--- src/verilog/hs_cmd_pkg.sv ---
// constants for the host command register block
package hs_cmd_pkg;
    localparam logic [7:0]  cmd_reg_offset     = 8'h20;
    localparam logic [7:0]  sts_reg_offset     = 8'h24;
    localparam logic [7:0]  cap_reg_offset     = 8'h08;
    localparam logic [7:0]  hw_ctl_reg_offset  = 8'h40;
    localparam int          run_stop_pos       = 0;
    localparam int          ctl_reset_pos      = 1;
    localparam int          fls_lo_pos         = 2;
    localparam int          fls_hi_pos         = 3;
    localparam int          halted_pos         = 12;
    localparam int          cap_prog_list_pos  = 1;
    localparam logic [1:0]  fls_1024           = 2'h0;
    localparam logic [1:0]  fls_512            = 2'h1;
    localparam logic [1:0]  fls_256            = 2'h2;
    localparam logic [1:0]  fls_reset          = 2'h0;
    localparam logic [9:0]  idx_mask_1024      = 10'h3ff;
    localparam logic [9:0]  idx_mask_512       = 10'h1ff;
    localparam logic [9:0]  idx_mask_256       = 10'h0ff;
    localparam int          reset_time_ns      = 100;
    localparam int          clk_period_ns      = 5;
    localparam logic [7:0]  reset_cycles       = 8'((reset_time_ns + clk_period_ns - 1)
                                                    / clk_period_ns);
endpackage

--- src/verilog/hs_host_command_control.sv ---
// command register control: frame list size, controller reset, run/stop and halt
// How it works
// size code 0/1/2 means 1024/512/256 entries
// size resets 0, writable only with capability
// size picks which frame index bits used
// reset bit clears pipelines, timers, state machines
// reset aborts running transaction at once
// reset drives no bus reset on ports
// reset leaves configuration space untouched
// reset restores operational and port registers
// reset returns port ownership to companions
// reset bit self-clears when sequence completes
// writing zero cannot cut reset short
// software re-initializes after reset
// software resets only a halted controller
// run bit one runs schedule continuously
// on stop, finish pipeline, then halt
// halted flag reports stopped state
// software checks halted before setting run
// halted resets one, zero while running
// reset bit reads one while in progress
//
// Strobed register access was chosen for this implementation.
module hs_host_command_control (
    input  wire logic        clk,
    input  wire logic        rst_n,
    input  wire logic [7:0]  addr,
    input  wire logic [31:0] wdata,
    input  wire logic        wr_stb,
    input  wire logic        rd_stb,
    output logic      [31:0] rdata,
    input  wire logic        prog_list_cap,
    input  wire logic        pipe_busy,
    input  wire logic        internal_error,
    output logic             run_enable,
    output logic             abort_txn,
    output logic             port_reset_drive,
    output logic             port_owner_companion,
    output logic             soft_reset_pulse,
    output logic      [9:0]  frame_index,
    output logic      [9:0]  list_index
);
    typedef enum logic [1:0] {st_halted, st_running, st_draining} run_state_t;

    // ----------------------------------------------------------------
    // register state
    // ----------------------------------------------------------------
    logic             run_stop_reg;
    logic       [1:0] fls_reg;
    logic             ctl_reset_reg;
    logic       [7:0] reset_cnt_reg;
    logic             halted_reg;
    logic             owner_reg;
    logic       [9:0] frame_cnt_reg;
    run_state_t       state_reg;
    logic             cmd_wr;
    logic             reset_done;
    logic             in_reset;

    function automatic logic [9:0] size_mask(input logic [1:0] sel);
        case (sel)
            hs_cmd_pkg::fls_512: size_mask = hs_cmd_pkg::idx_mask_512;
            hs_cmd_pkg::fls_256: size_mask = hs_cmd_pkg::idx_mask_256;
            default:             size_mask = hs_cmd_pkg::idx_mask_1024;
        endcase
    endfunction

    assign cmd_wr     = wr_stb && (addr == hs_cmd_pkg::cmd_reg_offset);
    assign in_reset   = ctl_reset_reg;
    assign reset_done = ctl_reset_reg && (reset_cnt_reg == 8'h01);

    // ----------------------------------------------------------------
    // controller reset sequence
    // ----------------------------------------------------------------
    // a zero written mid-sequence is ignored; only the counter ends it
    always_ff @(posedge clk) begin
        if (!rst_n) begin
            ctl_reset_reg <= 1'b0;
            reset_cnt_reg <= 8'h00;
        end else if (ctl_reset_reg) begin
            reset_cnt_reg <= reset_cnt_reg - 8'h01;
            if (reset_done) begin
                ctl_reset_reg <= 1'b0;
            end
        end else if (cmd_wr && wdata[hs_cmd_pkg::ctl_reset_pos]) begin
            ctl_reset_reg <= 1'b1;
            reset_cnt_reg <= hs_cmd_pkg::reset_cycles;
        end
    end

    // one-cycle pulse to the rest of the core at the start of the sequence
    assign soft_reset_pulse     = ctl_reset_reg && (reset_cnt_reg == hs_cmd_pkg::reset_cycles);
    assign abort_txn            = ctl_reset_reg;
    // port bus reset is only ever driven by the port logic, never from here
    assign port_reset_drive     = 1'b0;
    assign port_owner_companion = owner_reg;

    // ----------------------------------------------------------------
    // command fields
    // ----------------------------------------------------------------
    // configuration space is outside this block and never sees the reset
    always_ff @(posedge clk) begin
        if (!rst_n || in_reset) begin
            run_stop_reg <= 1'b0;
        end else if (cmd_wr) begin
            run_stop_reg <= wdata[hs_cmd_pkg::run_stop_pos];
        end else if (internal_error) begin
            run_stop_reg <= 1'b0;
        end
    end

    always_ff @(posedge clk) begin
        if (!rst_n || in_reset) begin
            fls_reg <= hs_cmd_pkg::fls_reset;
        end else if (cmd_wr && prog_list_cap) begin
            fls_reg <= wdata[hs_cmd_pkg::fls_hi_pos:hs_cmd_pkg::fls_lo_pos];
        end
    end

    always_ff @(posedge clk) begin
        if (!rst_n || in_reset) begin
            owner_reg <= 1'b1;
        end else if (wr_stb && addr == hs_cmd_pkg::hw_ctl_reg_offset) begin
            owner_reg <= wdata[0];
        end
    end

    // ----------------------------------------------------------------
    // run/stop state machine
    // ----------------------------------------------------------------
    always_ff @(posedge clk) begin
        if (!rst_n || in_reset) begin
            state_reg  <= st_halted;
            halted_reg <= 1'b1;
        end else begin
            case (state_reg)
                st_halted: begin
                    if (run_stop_reg) begin
                        state_reg  <= st_running;
                        halted_reg <= 1'b0;
                    end
                end
                st_running: begin
                    if (!run_stop_reg) begin
                        state_reg <= st_draining;
                    end
                end
                st_draining: begin
                    // halt only after the pipeline empties
                    if (!pipe_busy) begin
                        state_reg  <= st_halted;
                        halted_reg <= 1'b1;
                    end
                end
                default: state_reg <= st_halted;
            endcase
        end
    end

    assign run_enable = (state_reg == st_running);

    // ----------------------------------------------------------------
    // frame index counter and list index
    // ----------------------------------------------------------------
    always_ff @(posedge clk) begin
        if (!rst_n || in_reset) begin
            frame_cnt_reg <= 10'h000;
        end else if (run_enable) begin
            frame_cnt_reg <= frame_cnt_reg + 10'h001;
        end
    end

    assign frame_index = frame_cnt_reg;
    assign list_index  = frame_cnt_reg & size_mask(fls_reg);

    // ----------------------------------------------------------------
    // read port
    // ----------------------------------------------------------------
    always_ff @(posedge clk) begin
        if (!rst_n) begin
            rdata <= 32'h0000_0000;
        end else if (rd_stb) begin
            rdata <= 32'h0000_0000;
            case (addr)
                hs_cmd_pkg::cmd_reg_offset: begin
                    rdata[hs_cmd_pkg::run_stop_pos]  <= run_stop_reg;
                    rdata[hs_cmd_pkg::ctl_reset_pos] <= ctl_reset_reg;
                    rdata[hs_cmd_pkg::fls_hi_pos:hs_cmd_pkg::fls_lo_pos] <= fls_reg;
                end
                hs_cmd_pkg::sts_reg_offset:
                    // the state machine starts one cycle late, so mask the flag once run is set
                    rdata[hs_cmd_pkg::halted_pos] <= halted_reg && !run_stop_reg;
                hs_cmd_pkg::cap_reg_offset:
                    rdata[hs_cmd_pkg::cap_prog_list_pos] <= prog_list_cap;
                hs_cmd_pkg::hw_ctl_reg_offset:
                    rdata[0] <= owner_reg;
                default: rdata <= 32'h0000_0000;
            endcase
        end
    end

    // ----------------------------------------------------------------
    // checks
    // ----------------------------------------------------------------
    // cycles the reset bit has stood high; long runs are counted, not unrolled
    logic       [7:0] rst_len_reg;

    always_ff @(posedge clk) begin
        if (!rst_n || !ctl_reset_reg) begin
            rst_len_reg <= 8'h00;
        end else begin
            rst_len_reg <= rst_len_reg + 8'h01;
        end
    end

    // ----------------------------------------------------------------
    // controller reset checks
    // ----------------------------------------------------------------
    a_reset_selfclear: assert property (@(posedge clk) disable iff (!rst_n)
        $fell(ctl_reset_reg) |->
        rst_len_reg == hs_cmd_pkg::reset_cycles)
        else $error("reset bit did not clear after sequence");

    a_reset_bounded: assert property (@(posedge clk) disable iff (!rst_n)
        ctl_reset_reg |->
        rst_len_reg < hs_cmd_pkg::reset_cycles)
        else $error("reset sequence ran too long");

    a_reset_no_cut: assert property (@(posedge clk) disable iff (!rst_n)
        ctl_reset_reg && !reset_done |=>
        ctl_reset_reg)
        else $error("reset sequence ended early");

    a_reset_starts: assert property (@(posedge clk) disable iff (!rst_n)
        cmd_wr && wdata[hs_cmd_pkg::ctl_reset_pos] && !ctl_reset_reg |=>
        ctl_reset_reg && soft_reset_pulse)
        else $error("reset write did not start sequence");

    a_pulse_once: assert property (@(posedge clk) disable iff (!rst_n)
        soft_reset_pulse |=>
        !soft_reset_pulse)
        else $error("reset pulse longer than one cycle");

    a_reset_clears: assert property (@(posedge clk) disable iff (!rst_n)
        ctl_reset_reg |=> !run_stop_reg && halted_reg &&
        fls_reg == hs_cmd_pkg::fls_reset && frame_index == 10'h000)
        else $error("register state kept during reset");

    a_abort_reset: assert property (@(posedge clk) disable iff (!rst_n)
        ctl_reset_reg |=>
        !run_enable && port_owner_companion)
        else $error("activity or ownership kept during reset");

    a_no_bus_reset: assert property (@(posedge clk) disable iff (!rst_n)
        ctl_reset_reg |->
        !port_reset_drive)
        else $error("bus reset driven during controller reset");

    a_reset_readback: assert property (@(posedge clk) disable iff (!rst_n)
        rd_stb && addr == hs_cmd_pkg::cmd_reg_offset && ctl_reset_reg |=>
        rdata[hs_cmd_pkg::ctl_reset_pos])
        else $error("reset bit read zero while in progress");

    // ----------------------------------------------------------------
    // size field and list index checks
    // ----------------------------------------------------------------
    a_fls_locked: assert property (@(posedge clk) disable iff (!rst_n)
        !prog_list_cap && !in_reset |=>
        $stable(fls_reg))
        else $error("size field changed without capability");

    a_fls_write: assert property (@(posedge clk) disable iff (!rst_n)
        cmd_wr && prog_list_cap && !in_reset |=>
        fls_reg == $past(wdata[hs_cmd_pkg::fls_hi_pos:hs_cmd_pkg::fls_lo_pos]))
        else $error("size write with capability lost");

    a_list_mask: assert property (@(posedge clk) disable iff (!rst_n)
        fls_reg == hs_cmd_pkg::fls_256 |->
        list_index[9:8] == 2'h0)
        else $error("list index exceeds 256 entries");

    a_list_512: assert property (@(posedge clk) disable iff (!rst_n)
        fls_reg == hs_cmd_pkg::fls_512 |->
        list_index == {1'b0, frame_index[8:0]})
        else $error("list index wrong for 512 entries");

    a_list_1024: assert property (@(posedge clk) disable iff (!rst_n)
        fls_reg == hs_cmd_pkg::fls_1024 |->
        list_index == frame_index)
        else $error("list index wrong for 1024 entries");

    // ----------------------------------------------------------------
    // run/stop and halt checks
    // ----------------------------------------------------------------
    a_halt_after_drain: assert property (@(posedge clk) disable iff (!rst_n || in_reset)
        state_reg == st_draining && pipe_busy |=>
        !halted_reg)
        else $error("halted while pipeline busy");

    a_stop_drains: assert property (@(posedge clk) disable iff (!rst_n || in_reset)
        state_reg == st_running && !run_stop_reg |=>
        state_reg == st_draining && !run_enable)
        else $error("stop did not enter draining");

    a_halt_on_idle: assert property (@(posedge clk) disable iff (!rst_n || in_reset)
        state_reg == st_draining && !pipe_busy |=>
        halted_reg && !run_enable)
        else $error("did not halt once pipeline idle");

    a_halted_idle: assert property (@(posedge clk) disable iff (!rst_n)
        state_reg == st_halted |->
        halted_reg)
        else $error("halted flag low while stopped");

    a_halted_running: assert property (@(posedge clk) disable iff (!rst_n)
        state_reg == st_running |->
        !halted_reg)
        else $error("halted set while running");

    a_halted_read: assert property (@(posedge clk) disable iff (!rst_n)
        rd_stb && addr == hs_cmd_pkg::sts_reg_offset && run_stop_reg |=>
        !rdata[hs_cmd_pkg::halted_pos])
        else $error("halted read one while run set");

    a_error_stops: assert property (@(posedge clk) disable iff (!rst_n)
        internal_error && !cmd_wr |=>
        !run_stop_reg)
        else $error("internal error left run bit set");

    a_run_starts: assert property (@(posedge clk) disable iff (!rst_n || in_reset)
        run_stop_reg && state_reg == st_halted |=>
        run_enable && !halted_reg)
        else $error("run bit did not start schedule");

    a_run_readback: assert property (@(posedge clk) disable iff (!rst_n)
        rd_stb && addr == hs_cmd_pkg::cmd_reg_offset |=>
        rdata[hs_cmd_pkg::run_stop_pos] == $past(run_stop_reg))
        else $error("run bit read back wrong");

    a_frame_advance: assert property (@(posedge clk) disable iff (!rst_n)
        run_enable && !in_reset |=>
        frame_index == $past(frame_index) + 10'h001)
        else $error("frame index did not advance while running");

    a_frame_hold: assert property (@(posedge clk) disable iff (!rst_n)
        !run_enable && !in_reset |=>
        $stable(frame_index))
        else $error("frame index moved while stopped");

endmodule

--- config.mk ---
export PLATFORM = sky130hd
export DESIGN_NAME = hs_host_command_control
export DESIGN_NICKNAME = d
export VERILOG_FILES = /design/src/verilog/hs_cmd_pkg.sv /design/src/verilog/hs_host_command_control.sv
export SDC_FILE = /design/constraint.sdc
export NUM_CORES = 1
export LEC_CHECK = 0
export BUFFER_PORTS_ARGS = -buffer_cell sky130_fd_sc_hd__buf_2
export CAP_MARGIN = 10
export CORE_MARGIN = 5
export CORE_UTILIZATION = 40
export CTS_CLUSTER_SIZE = 28
export DETAILED_ROUTE_END_ITERATION = 6
export GPL_TIMING_DRIVEN = 0
export PLACE_DENSITY = 0.85
export SYNTH_ARGS = -nofsm -noshare
export SYNTH_HDL_FRONTEND = slang
export SYNTH_SLANG_ARGS = --single-unit
--- constraint.sdc ---
create_clock -name clk -period 1.6 [get_ports clk]
set_input_delay 0.16 -clock clk [delete_from_list [all_inputs] [get_ports clk]]
set_output_delay 0.16 -clock clk [all_outputs]
set_load 0.02 [all_outputs]
==> impl_metrics.tcl, run 1 <==
set metrics [dict create \
    grt_pass1_wl_mm 7.58 \
    crit_path_cell_trace "inv_2 -> ha_2 -> nand4bb_1 -> or4b_2 -> o21ai_0" \
    fp.dieW_um 77.8 \
    syn_area_mm2 0.00184 \
    route.final.wire_length_mm 4.62 \
    critical_path_required_time_ns 1.82 \
    first_global_vias 1712 \
    report.final.setup_viol 0 \
    multi_input_area_mm2 0.00103 \
    reg2reg_depth 5 \
    grt_antenna_before_repair 0 \
    n_antenna_cell 0 \
    drc 0 \
    hp-class "primary input to flop" \
    synth_sequential_area_ratio_pct 33.7 \
    synthesis.area_per_instance_um2 8.56 \
    synth.ff_latch_count 31 \
    power.ir.vdd_worst_uv 306 \
    grt_max_degree 11 \
    clock_skew_ns 0.00454 \
    dp.cells 339 \
    drt-vias-per-instance 5.10 \
    worst-slew-pin-transition_ns 0.625 \
    dr_wl_met2_mm 2.29 \
    cts.htree.levels 2 \
    period_share_pct 95.4 \
    chipHeight_um 77.8 \
    cts.sink_count 31 \
    layout_min_cycle_time_ns 1.53 \
    slowest_delay_ns 0.61 \
    synthToLayoutAreaGrowth_pct 32.1 \
    ant_nets 0 \
    design.die.area_mm2 0.00606 \
    timing_max_transition_violations_final 0 \
    post_synth_num_cell_types 42 \
    topRoutingLayerUsed "met4" \
    boundaryPins 104 \
    wire_length_the_detailed_router_placed_on_met1_mm 1.80 \
    fillers 402 \
    cp-end-kind "flop" \
    layout.area.seq_um2 623 \
    path_class "flop to flop" \
    critical_path.slowest_cell "sky130_fd_sc_hd__or4b_2" \
    synth_warnings 0 \
    finalNonFillerCells 353 \
    avgRoutedWirePerCell_um 13.1 \
    place.gp.congestion 0.843 \
    synth_enable_flop_cells 0 \
    ctsLongestPathBuffers 2 \
    ys.flop_type "sky130_fd_sc_hd__dfxtp_1" \
    port_bufs 45 \
    run_status "finished, final reports clean" \
    totalPowerFinal_mw 1.77 \
    max_cap_violations 0 \
    clkSlewWorstSetupHoldPaths_ns 0.07 \
    number_of_cells_produced_by_synthesis 215 \
    maxSlewHeadroom_pct 58.3 \
    initial_core_util_pct 41.7 \
    power_per_cell_area_mw_per_mm2 727 \
    drt-initial-drc-count 107 \
    root_buffer_cell "sky130_fd_sc_hd__clkbuf_8" \
    max_freq_mhz 655 \
    layout.core_utilization_pct 55.1 \
    detailroute.wirelength.met3_um 429 \
    fin_tns_setup_ns 0 \
    gr-usage-all-layers_pct 15.2 \
    core-area_mm2 0.00441 \
    nature_of_the_critical_path_startpoint "flop" \
    hold_violation_count_in_the_final_report 0 \
    critical_path_arrival_ns 1.74 \
    fin_worst_hold_slack_ns 0.134 \
    vias_post_dr 1802 \
    timing.hold.worst_path_depth 3 \
    dp.final_hpwl_mm 3.56 \
    numCtsBuffers 5 \
    total_leakage_power_nw 1.11 \
    grt_remaining_overflow 0 \
    clkLatencyLatePin_ns 0.29 \
    largest_reg_flops 10 \
    highest_fanout_seen_on_the_critical_path 5 \
    tritoncts "yes" \
    fp-row-count 24 \
    design.final.nets 352 \
    number_of_optimization_iterations_in_the_first_detailed_route_pass 4 \
    ys_async_sr_fraction_pct 0 \
    post_route_cells_drive_above_1_share_pct 36.5 \
]
[routing by layer]
layer	track usage (%)	vias to the layer above
met5	0	-
met1	16.8	819
met3	4.63	8
met4	7.04	0
li1	-	899
met2	26.4	76
[worst paths after layout]
path	from	end	slack, ns
worst max-delay path	reset_cnt_reg[0]$_SDFFE_PN0P_	reset_cnt_reg[6]$_SDFFE_PN0P_	0.07
worst min-delay path	wdata[3]	fls_reg[1]$_SDFFE_PP0P_	0.13
worst max register to register	reset_cnt_reg[0]$_SDFFE_PN0P_	reset_cnt_reg[6]$_SDFFE_PN0P_	0.07
worst min register to register	rdata[3]$_SDFFE_PN0P_	rdata[3]$_SDFFE_PN0P_	0.47
[through the flow]
step           setup slack [ns]  cell area (um^2)
2_1_floorplan            0.0381              1950
3_3_place_gp             -0.235              2240
3_5_place_dp             -0.261              2240
4_1_cts                 0.00501              2380
5_1_grt                 -0.0183              2430
6_report                 0.0742              2430
[report_power, final]
part           internal, mW  leakage (nW)  switching (mW)  total [mW]
clock                 0.503        0.0612           0.295       0.798
combinational        0.0773         0.802           0.119       0.196
sequential            0.772         0.251        0.000830       0.773
[layout make-up]
type	count	share of cell area [%]
multi-input cells	162	42.5
flip-flops and latches	31	25.6
plain buffers	41	12.1
repair buffers	51	11.0
clock buffers	6	3.40
well taps	52	2.68
clock inverters	2	1.44
inverters	8	1.24
[cells in the final DEF, fill, tap and decap left out, types with 2 or more instances in the layout]
cell / synthesis / final
sky130_fd_sc_hd__a21oi_1: 16 / 16
sky130_fd_sc_hd__o41ai_1: 2 / 2
sky130_fd_sc_hd__and2_1: 4 / 4
sky130_fd_sc_hd__buf_2: 2 / 47
sky130_fd_sc_hd__nand4_1: 7 / 7
sky130_fd_sc_hd__nor3_1: 3 / 3
sky130_fd_sc_hd__conb_1: 1 / 28
sky130_fd_sc_hd__clkbuf_8: 0 / 6
sky130_fd_sc_hd__o21ai_0: 9 / 9
sky130_fd_sc_hd__or3_1: 3 / 3
sky130_fd_sc_hd__xnor2_1: 3 / 3
sky130_fd_sc_hd__clkbuf_2: 0 / 3
sky130_fd_sc_hd__and3b_1: 4 / 4
sky130_fd_sc_hd__nor4_1: 2 / 2
sky130_fd_sc_hd__nor2b_1: 2 / 2
sky130_fd_sc_hd__dfxtp_1: 31 / 29
sky130_fd_sc_hd__o31ai_1: 7 / 7
sky130_fd_sc_hd__inv_1: 7 / 5
sky130_fd_sc_hd__inv_2: 0 / 2
sky130_fd_sc_hd__nand4b_1: 2 / 2
sky130_fd_sc_hd__mux2i_1: 2 / 2
sky130_fd_sc_hd__buf_4: 36 / 41
sky130_fd_sc_hd__or4_1: 9 / 9
sky130_fd_sc_hd__nor2_1: 14 / 14
sky130_fd_sc_hd__o2111ai_1: 2 / 2
sky130_fd_sc_hd__nand2b_1: 8 / 8
sky130_fd_sc_hd__nand2_1: 6 / 6
sky130_fd_sc_hd__o21a_1: 2 / 2
sky130_fd_sc_hd__nand3_1: 4 / 3
sky130_fd_sc_hd__dfxtp_2: 0 / 2
sky130_fd_sc_hd__ha_1: 5 / 4
sky130_fd_sc_hd__nand3b_1: 4 / 4
[critical path: cells and delay by family (launching register included)]
family / cells / cell delay, ns
and+or+nand+nor: 2 / 0.74
AOI/OAI and AO/OA: 1 / 0.08
buffers and inverters: 1 / 0.10
adders and majority gates: 1 / 0.19
DFF: 1 / 0.35
[cells in the mapped netlist (all sizes together), types with 4 or more instances]
| cell type | n | area share (%) |
|---|---|---|
| buf | 38 | 15 |
| dfxtp | 31 | 34 |
| a21oi | 16 | 4.4 |
| nor2 | 14 | 2.9 |
| o21ai | 9 | 2.4 |
| or4 | 9 | 3.7 |
| nand2b | 8 | 2.7 |
| inv | 7 | 1.4 |
| nand4 | 7 | 2.4 |
| o31ai | 7 | 2.9 |
| nand2 | 6 | 1.2 |
| ha | 5 | 3.4 |
| and2 | 4 | 1.4 |
| and3b | 4 | 1.9 |
| nand3 | 4 | 1.1 |
| nand3b | 4 | 1.6 |
[what timing repair did]
action,4_1_cts,5_1_grt
hold buffers,0,0
setup endpoints to repair,12,7
resized for setup,5,6
pin swaps,0,1
setup buffers,1,4
[logic make-up after synthesis]
group	synth area share, %
buf+inv	17.5
simple gates	27.1
mux	1.09
other cells	0.204
flops	33.7
xor+xnor	1.43
fa+ha+maj	3.40
compound gates	15.6
Power figures use the tool's default switching activity.
==> run 2, diff against run 1 <==
--- a/config.mk
+++ b/config.mk
@@ -12,7 +12,7 @@
 export CTS_CLUSTER_SIZE = 28
 export DETAILED_ROUTE_END_ITERATION = 6
 export GPL_TIMING_DRIVEN = 0
-export PLACE_DENSITY = 0.85
+export PLACE_DENSITY = 0.77
 export SYNTH_ARGS = -nofsm -noshare
 export SYNTH_HDL_FRONTEND = slang
 export SYNTH_SLANG_ARGS = --single-unit
==> run 2 against run 1 <==
Compared with the run above: die area stayed put; register-to-register slack is essentially flat; core utilization shrank 0.26 points; combinational power about the same; routed wire length fell by 4.7%; largest power group unchanged; worst hold slack improved by 0.0013 ns; highest routed layer unchanged; via count fell by 2.9%; design area is 0.46% lower; count of clock-buffer cells in the layout unchanged; sequential share of layout area up 0.27 points; clock power barely moved.
==> impl_metrics.tcl, run 2 (same netlist as run 1, synthesis figures left out) <==
set metrics [dict create \
    run_status "finished, final reports clean" \
    nature_of_the_critical_path_startpoint "flop" \
    initial_core_util_pct 41.7 \
    critical_path_required_time_ns 1.82 \
    fin_tns_setup_ns 0 \
    drc 0 \
    drt-vias-per-instance 4.99 \
    ctsLongestPathBuffers 2 \
    boundaryPins 104 \
    largest_reg_flops 10 \
    report.final.setup_viol 0 \
    number_of_optimization_iterations_in_the_first_detailed_route_pass 4 \
    clkLatencyLatePin_ns 0.29 \
    core-area_mm2 0.00441 \
    path_class "flop to flop" \
    numCtsBuffers 5 \
    drt-initial-drc-count 173 \
    hp-class "primary input to flop" \
    slowest_delay_ns 0.61 \
    design.die.area_mm2 0.00606 \
    clock_skew_ns 0.00458 \
    fillers 425 \
    cp-end-kind "flop" \
    dp.final_hpwl_mm 3.35 \
    switching_power_mw 0.416 \
    max_freq_mhz 659 \
    first_global_vias 1626 \
    vias_post_dr 1750 \
    totalPowerFinal_mw 1.77 \
    maxSlewHeadroom_pct 44.7 \
    root_buffer_cell "sky130_fd_sc_hd__clkbuf_8" \
    layout_min_cycle_time_ns 1.52 \
    post_route_cells_drive_above_1_share_pct 37.1 \
    power_frac_comb_pct 11.0 \
    mostFrequentLayoutCell "sky130_fd_sc_hd__buf_2" \
    grt_max_degree 11 \
    crit_path_cell_trace "inv_2 -> ha_2 -> nand4bb_1 -> or4b_2 -> o21ai_1" \
    layout.core_utilization_pct 54.8 \
    total_leakage_power_nw 1.11 \
    intPower_mw 1.35 \
    period_share_pct 94.9 \
    cts.sink_count 31 \
    fp.dieW_um 77.8 \
    critical_path.slowest_cell "sky130_fd_sc_hd__or4b_2" \
    n_antenna_cell 0 \
    power.ir.vdd_worst_uv 438 \
    synthToLayoutAreaGrowth_pct 31.5 \
    gr-usage-all-layers_pct 15.0 \
    dp.cells 339 \
    timing_max_transition_violations_final 0 \
    grt_pass1_wl_mm 7.42 \
    avgRoutedWirePerCell_um 12.6 \
    clkSlewWorstSetupHoldPaths_ns 0.07 \
    tritoncts "yes" \
    path_delay_family "simple AND/OR/NAND/NOR gates" \
    critPathBufInv 1 \
    grt_remaining_overflow 0 \
    chipHeight_um 77.8 \
    design.final.nets 350 \
    cts.htree.levels 2 \
    worst-slew-pin-transition_ns 0.822 \
    ant_nets 0 \
    finalNonFillerCells 351 \
    power_per_cell_area_mw_per_mm2 731 \
    port_bufs 45 \
    highest_fanout_seen_on_the_critical_path 5 \
    max_cap_violations 0 \
    sequentialPowerShare_pct 43.7 \
    grt_antenna_before_repair 0 \
    hold_violation_count_in_the_final_report 0 \
    route.final.wire_length_mm 4.41 \
    switching_share_pct 23.5 \
    fp-row-count 24 \
    most-common-layout-cells "sky130_fd_sc_hd__buf_2 (47), sky130_fd_sc_hd__buf_4 (39), sky130_fd_sc_hd__conb_1 (28)" \
    place.gp.congestion 0.833 \
    pwr-share-clk_pct 45.3 \
    cts_hold_buf 0 \
    critical_path_arrival_ns 1.74 \
]
run 2: changes by cell type in the layout (fill, tap and decap cells not counted):
cell | previous run | this run
sky130_fd_sc_hd__buf_4 | 41 | 39
sky130_fd_sc_hd__dfxtp_1 | 29 | 26
sky130_fd_sc_hd__dfxtp_2 | 2 | 5
sky130_fd_sc_hd__o21ai_0 | 9 | 8
sky130_fd_sc_hd__o21ai_1 | 0 | 1
run 2: path summary, 6_finish.rpt:
check                                     start                             to  slack, ns  cells past startpoint
hold / removal                         wdata[3]        fls_reg[1]$_SDFFE_PP0P_       0.14                      3
setup / recovery  reset_cnt_reg[0]$_SDFFE_PN0P_  reset_cnt_reg[6]$_SDFFE_PN0P_       0.08                      5
hold reg to reg           rdata[0]$_SDFFE_PN0P_          rdata[0]$_SDFFE_PN0P_       0.48                      2
setup reg to reg  reset_cnt_reg[0]$_SDFFE_PN0P_  reset_cnt_reg[6]$_SDFFE_PN0P_       0.08                      5
run 2: what timing repair did:
| item | CTS | global route |
|---|---|---|
| gates resized for setup | 5 | 10 |
| setup endpoints to repair | 12 | 8 |
| buffers inserted | 1 | 2 |
run 2: worst register-to-register path, cell delays in order (launching register included):
cell and delay [ns]:
sky130_fd_sc_hd__dfxtp_2 0.34, sky130_fd_sc_hd__inv_2 0.08, sky130_fd_sc_hd__ha_2 0.19, sky130_fd_sc_hd__nand4bb_1 0.14, sky130_fd_sc_hd__or4b_2 0.61, sky130_fd_sc_hd__o21ai_1 0.09
run 2: routing by layer:
layer  GRT usage (%)  part of all wire [%]
met2            23.4                    46
met1            18.8                    44
met5               0                     0
met4            7.04                   2.2
met3            4.51                   7.6
run 2: power by group through the flow:
stage,Clock [mW],Sequential [mW],Combinational (mW)
4_1_cts,0.811,0.773,0.189
2_1_floorplan,0,0.790,0.147
3_5_place_dp,0,0.790,0.189
3_3_place_gp,0,0.790,0.187
6_report,0.801,0.773,0.195
5_1_grt,0.854,0.772,0.214
run 2: final cells by class:
class	instances	area (um^2)	area share, %
buffer	41	294	12.2
clock buffer	6	82.6	3.41
clock inverter	2	35.0	1.45
inverter	8	30.0	1.24
multi-input combinational	162	1030	42.7
sequential	31	627	25.9
tap	52	65.1	2.69
timing repair buffer	49	253	10.4
run 2: metrics by stage:
| step | hold WS (ns) | worst slack, ns | instance area, um^2 |
|---|---|---|---|
| final | 0.135 | 0.0822 | 2420 |
| after global routing | 0.160 | -0.00410 | 2420 |
| after CTS | 0.128 | 0.0129 | 2380 |
| after detailed placement | 0.437 | -0.283 | 2240 |
| after global placement | 0.428 | -0.263 | 2240 |
| after floorplan | 0.314 | 0.0381 | 1950 |
==> run 3, diff against run 2 <==
--- a/config.mk
+++ b/config.mk
@@ -7,6 +7,7 @@
 export LEC_CHECK = 0
 export BUFFER_PORTS_ARGS = -buffer_cell sky130_fd_sc_hd__buf_2
 export CAP_MARGIN = 10
+export CORE_ASPECT_RATIO = 1.4
 export CORE_MARGIN = 5
 export CORE_UTILIZATION = 40
 export CTS_CLUSTER_SIZE = 28
==> run 3 against run 2 <==
Compared with the run above: die area up 0.33%; register-to-register slack worse by 0.02 ns; first-iteration DRC count down 37%; clock skew down 0.00095 ns; maximum frequency down 1.2%; design area down 0.88%; sequential share of layout area up 0.28 points; critical path depth unchanged; final cell count up 2.6%; routed wire length down 2.4%; total power down 15%; core utilization down 1.5 points; critical path type unchanged; critical endpoint unchanged; largest cell class unchanged.
==> impl_metrics.tcl, run 3 (same netlist as run 1, synthesis figures left out) <==
set metrics [dict create \
    run_status "finished, final reports clean" \
    power_frac_comb_pct 12.8 \
    dr_wl_met2_mm 2.18 \
    max_freq_mhz 651 \
    hp-class "primary input to flop" \
    drc 0 \
    wire_length_the_detailed_router_placed_on_met1_mm 1.76 \
    r2r_end "reset_cnt_reg[6]$_SDFFE_PN0P_" \
    highest_fanout_seen_on_the_critical_path 4 \
    critPathBufInv 1 \
    dp_slack_ns -0.180 \
    setup_repair_after_global_routing_missed_its_margin "no" \
    ant_nets 0 \
    route.final.wire_length_mm 4.30 \
    max_cap_violations 0 \
    mostFrequentLayoutCell "sky130_fd_sc_hd__buf_2" \
    boundaryPins 104 \
    grt_antenna_before_repair 0 \
    grt_pass1_wl_mm 6.87 \
    chipHeight_um 90.3 \
    design.die.area_mm2 0.00608 \
    hold_violation_count_in_the_final_report 0 \
    grt_max_degree 11 \
    fillers 470 \
    grt_remaining_overflow 0 \
    layout_min_cycle_time_ns 1.54 \
    port_bufs 45 \
    nature_of_the_critical_path_startpoint "flop" \
    pwr-share-clk_pct 35.8 \
    cts_hold_buf 0 \
    slowest_delay_ns 0.62 \
    power.ir.vdd_worst_uv 495 \
    synthToLayoutAreaGrowth_pct 30.3 \
    critical_path.slowest_cell "sky130_fd_sc_hd__or4b_2" \
    n_antenna_cell 0 \
    r2r_setup_slack_ns 0.06 \
    design.final.nets 351 \
    tritoncts "yes" \
    fp.dieW_um 67.3 \
    path_class "flop to flop" \
    holdCritStartpoint "wdata[3]" \
    topRoutingLayerUsed "met4" \
    cts.sink_count 31 \
    totalPowerFinal_mw 1.50 \
    critical_path_arrival_ns 1.73 \
    fp-row-count 29 \
    first_global_vias 1567 \
    worstHoldEndpoint "fls_reg[1]$_SDFFE_PP0P_" \
    total_leakage_power_nw 1.09 \
    root_buffer_cell "sky130_fd_sc_hd__clkbuf_8" \
    clkLatencyLatePin_ns 0.27 \
    critical_path_required_time_ns 1.80 \
    initial_core_util_pct 40.9 \
    core-area_mm2 0.00450 \
    cts.htree.levels 2 \
    power_per_cell_area_mw_per_mm2 627 \
    cp-end-kind "flop" \
    place.gp.congestion 0.894 \
    switching_share_pct 24.3 \
    fin_ws_ns 0.0642 \
    ctsLongestPathBuffers 2 \
    vias_post_dr 1773 \
    numCtsBuffers 5 \
    detailroute.wirelength.met3_um 276 \
    intPower_mw 1.14 \
    finalNonFillerCells 360 \
    path_delay_family "simple AND/OR/NAND/NOR gates" \
    dp.cells 350 \
    largest_reg_flops 10 \
    switching_power_mw 0.366 \
    clock_skew_ns 0.00363 \
    timing_max_transition_violations_final 0 \
    most-common-layout-cells "sky130_fd_sc_hd__buf_2 (46), sky130_fd_sc_hd__buf_4 (41), sky130_fd_sc_hd__conb_1 (28)" \
    fin_tns_setup_ns 0 \
    report.final.setup_viol 0 \
    maxSlewHeadroom_pct 33.4 \
    worst-slew-pin-transition_ns 0.985 \
    worst-path-stages 5 \
    dp.final_hpwl_mm 3.38 \
    drt-initial-drc-count 109 \
    number_of_optimization_iterations_in_the_first_detailed_route_pass 4 \
    crit-reg2reg-launch "reset_cnt_reg[1]$_SDFFE_PN0P_" \
    sequentialPowerShare_pct 51.4 \
    avgRoutedWirePerCell_um 12.0 \
    timing.hold.worst_path_depth 3 \
    period_share_pct 96.0 \
    drt-vias-per-instance 4.93 \
    gr-usage-all-layers_pct 14.2 \
    clkSlewWorstSetupHoldPaths_ns 0.06 \
    crit_path_cell_trace "inv_2 -> ha_2 -> nand4bb_1 -> or4b_2 -> o21ai_0" \
    reg2reg_depth 5 \
    post_route_cells_drive_above_1_share_pct 35.9 \
]
## run 3: repair_timing
item                       4_1_cts  5_1_grt
buffers inserted                 3        1
gates resized for setup          5       10
pin swaps                        0        1
setup endpoints to repair       12       13
## run 3: worst max path at each step
stage                                   from                       endpoint  slack (ns)
2_1_floorplan    frame_index[0]$_SDFFE_PP0P_    frame_index[8]$_SDFFE_PP0P_        0.04
3_3_place_gp                         addr[4]          rdata[0]$_SDFFE_PN0P_       -0.26
3_5_place_dp            abort_txn$_SDFF_PN0_    frame_index[0]$_SDFFE_PP0P_       -0.18
4_1_cts        reset_cnt_reg[1]$_SDFFE_PN0P_  reset_cnt_reg[6]$_SDFFE_PN0P_        0.03
5_1_grt        reset_cnt_reg[6]$_SDFFE_PN0P_               soft_reset_pulse       0.009
6_report       reset_cnt_reg[1]$_SDFFE_PN0P_  reset_cnt_reg[6]$_SDFFE_PN0P_        0.06
## run 3: cell type report
type / count / area, um^2 / area share (%)
multi-input combinational: 162 / 1030 / 42.8
buffer: 41 / 294 / 12.3
sequential: 31 / 628 / 26.2
tap: 62 / 77.6 / 3.23
inverter: 8 / 30.0 / 1.25
clock buffer: 6 / 72.6 / 3.03
timing repair buffer: 50 / 269 / 11.2
## run 3: metrics by stage
stage          hold slack, ns  cell area (um^2)  utilization [%]
6_report                0.166              2400             53.3
4_1_cts                 0.151              2370             52.8
2_1_floorplan           0.314              1950                -
3_5_place_dp            0.442              2260             50.3
5_1_grt                 0.149              2400             53.3
3_3_place_gp            0.442              2250             50.0
## run 3: worst reg2reg max path, cell delays in order (launching register included)
cell                        delay, ns
sky130_fd_sc_hd__dfxtp_1         0.34
sky130_fd_sc_hd__inv_2           0.09
sky130_fd_sc_hd__ha_2            0.19
sky130_fd_sc_hd__nand4bb_1       0.14
sky130_fd_sc_hd__or4b_2          0.62
sky130_fd_sc_hd__o21ai_0         0.08
## run 3: power groups by stage
| stage | logic [mW] | registers [mW] | clock network (mW) |
|---|---|---|---|
| 4_1_cts | 0.189 | 0.773 | 0.557 |
| 6_report | 0.193 | 0.772 | 0.538 |
| 2_1_floorplan | 0.147 | 0.790 | 0 |
| 3_3_place_gp | 0.187 | 0.790 | 0 |
| 5_1_grt | 0.210 | 0.771 | 0.594 |
| 3_5_place_dp | 0.189 | 0.790 | 0 |
## run 3: metal layers
metal / vias up / GRT usage, %
li1: 889 / -
met1: 814 / 16.0
met2: 64 / 24.9
met3: 6 / 4.23
met4: 0 / 4.57
met5: - / 0
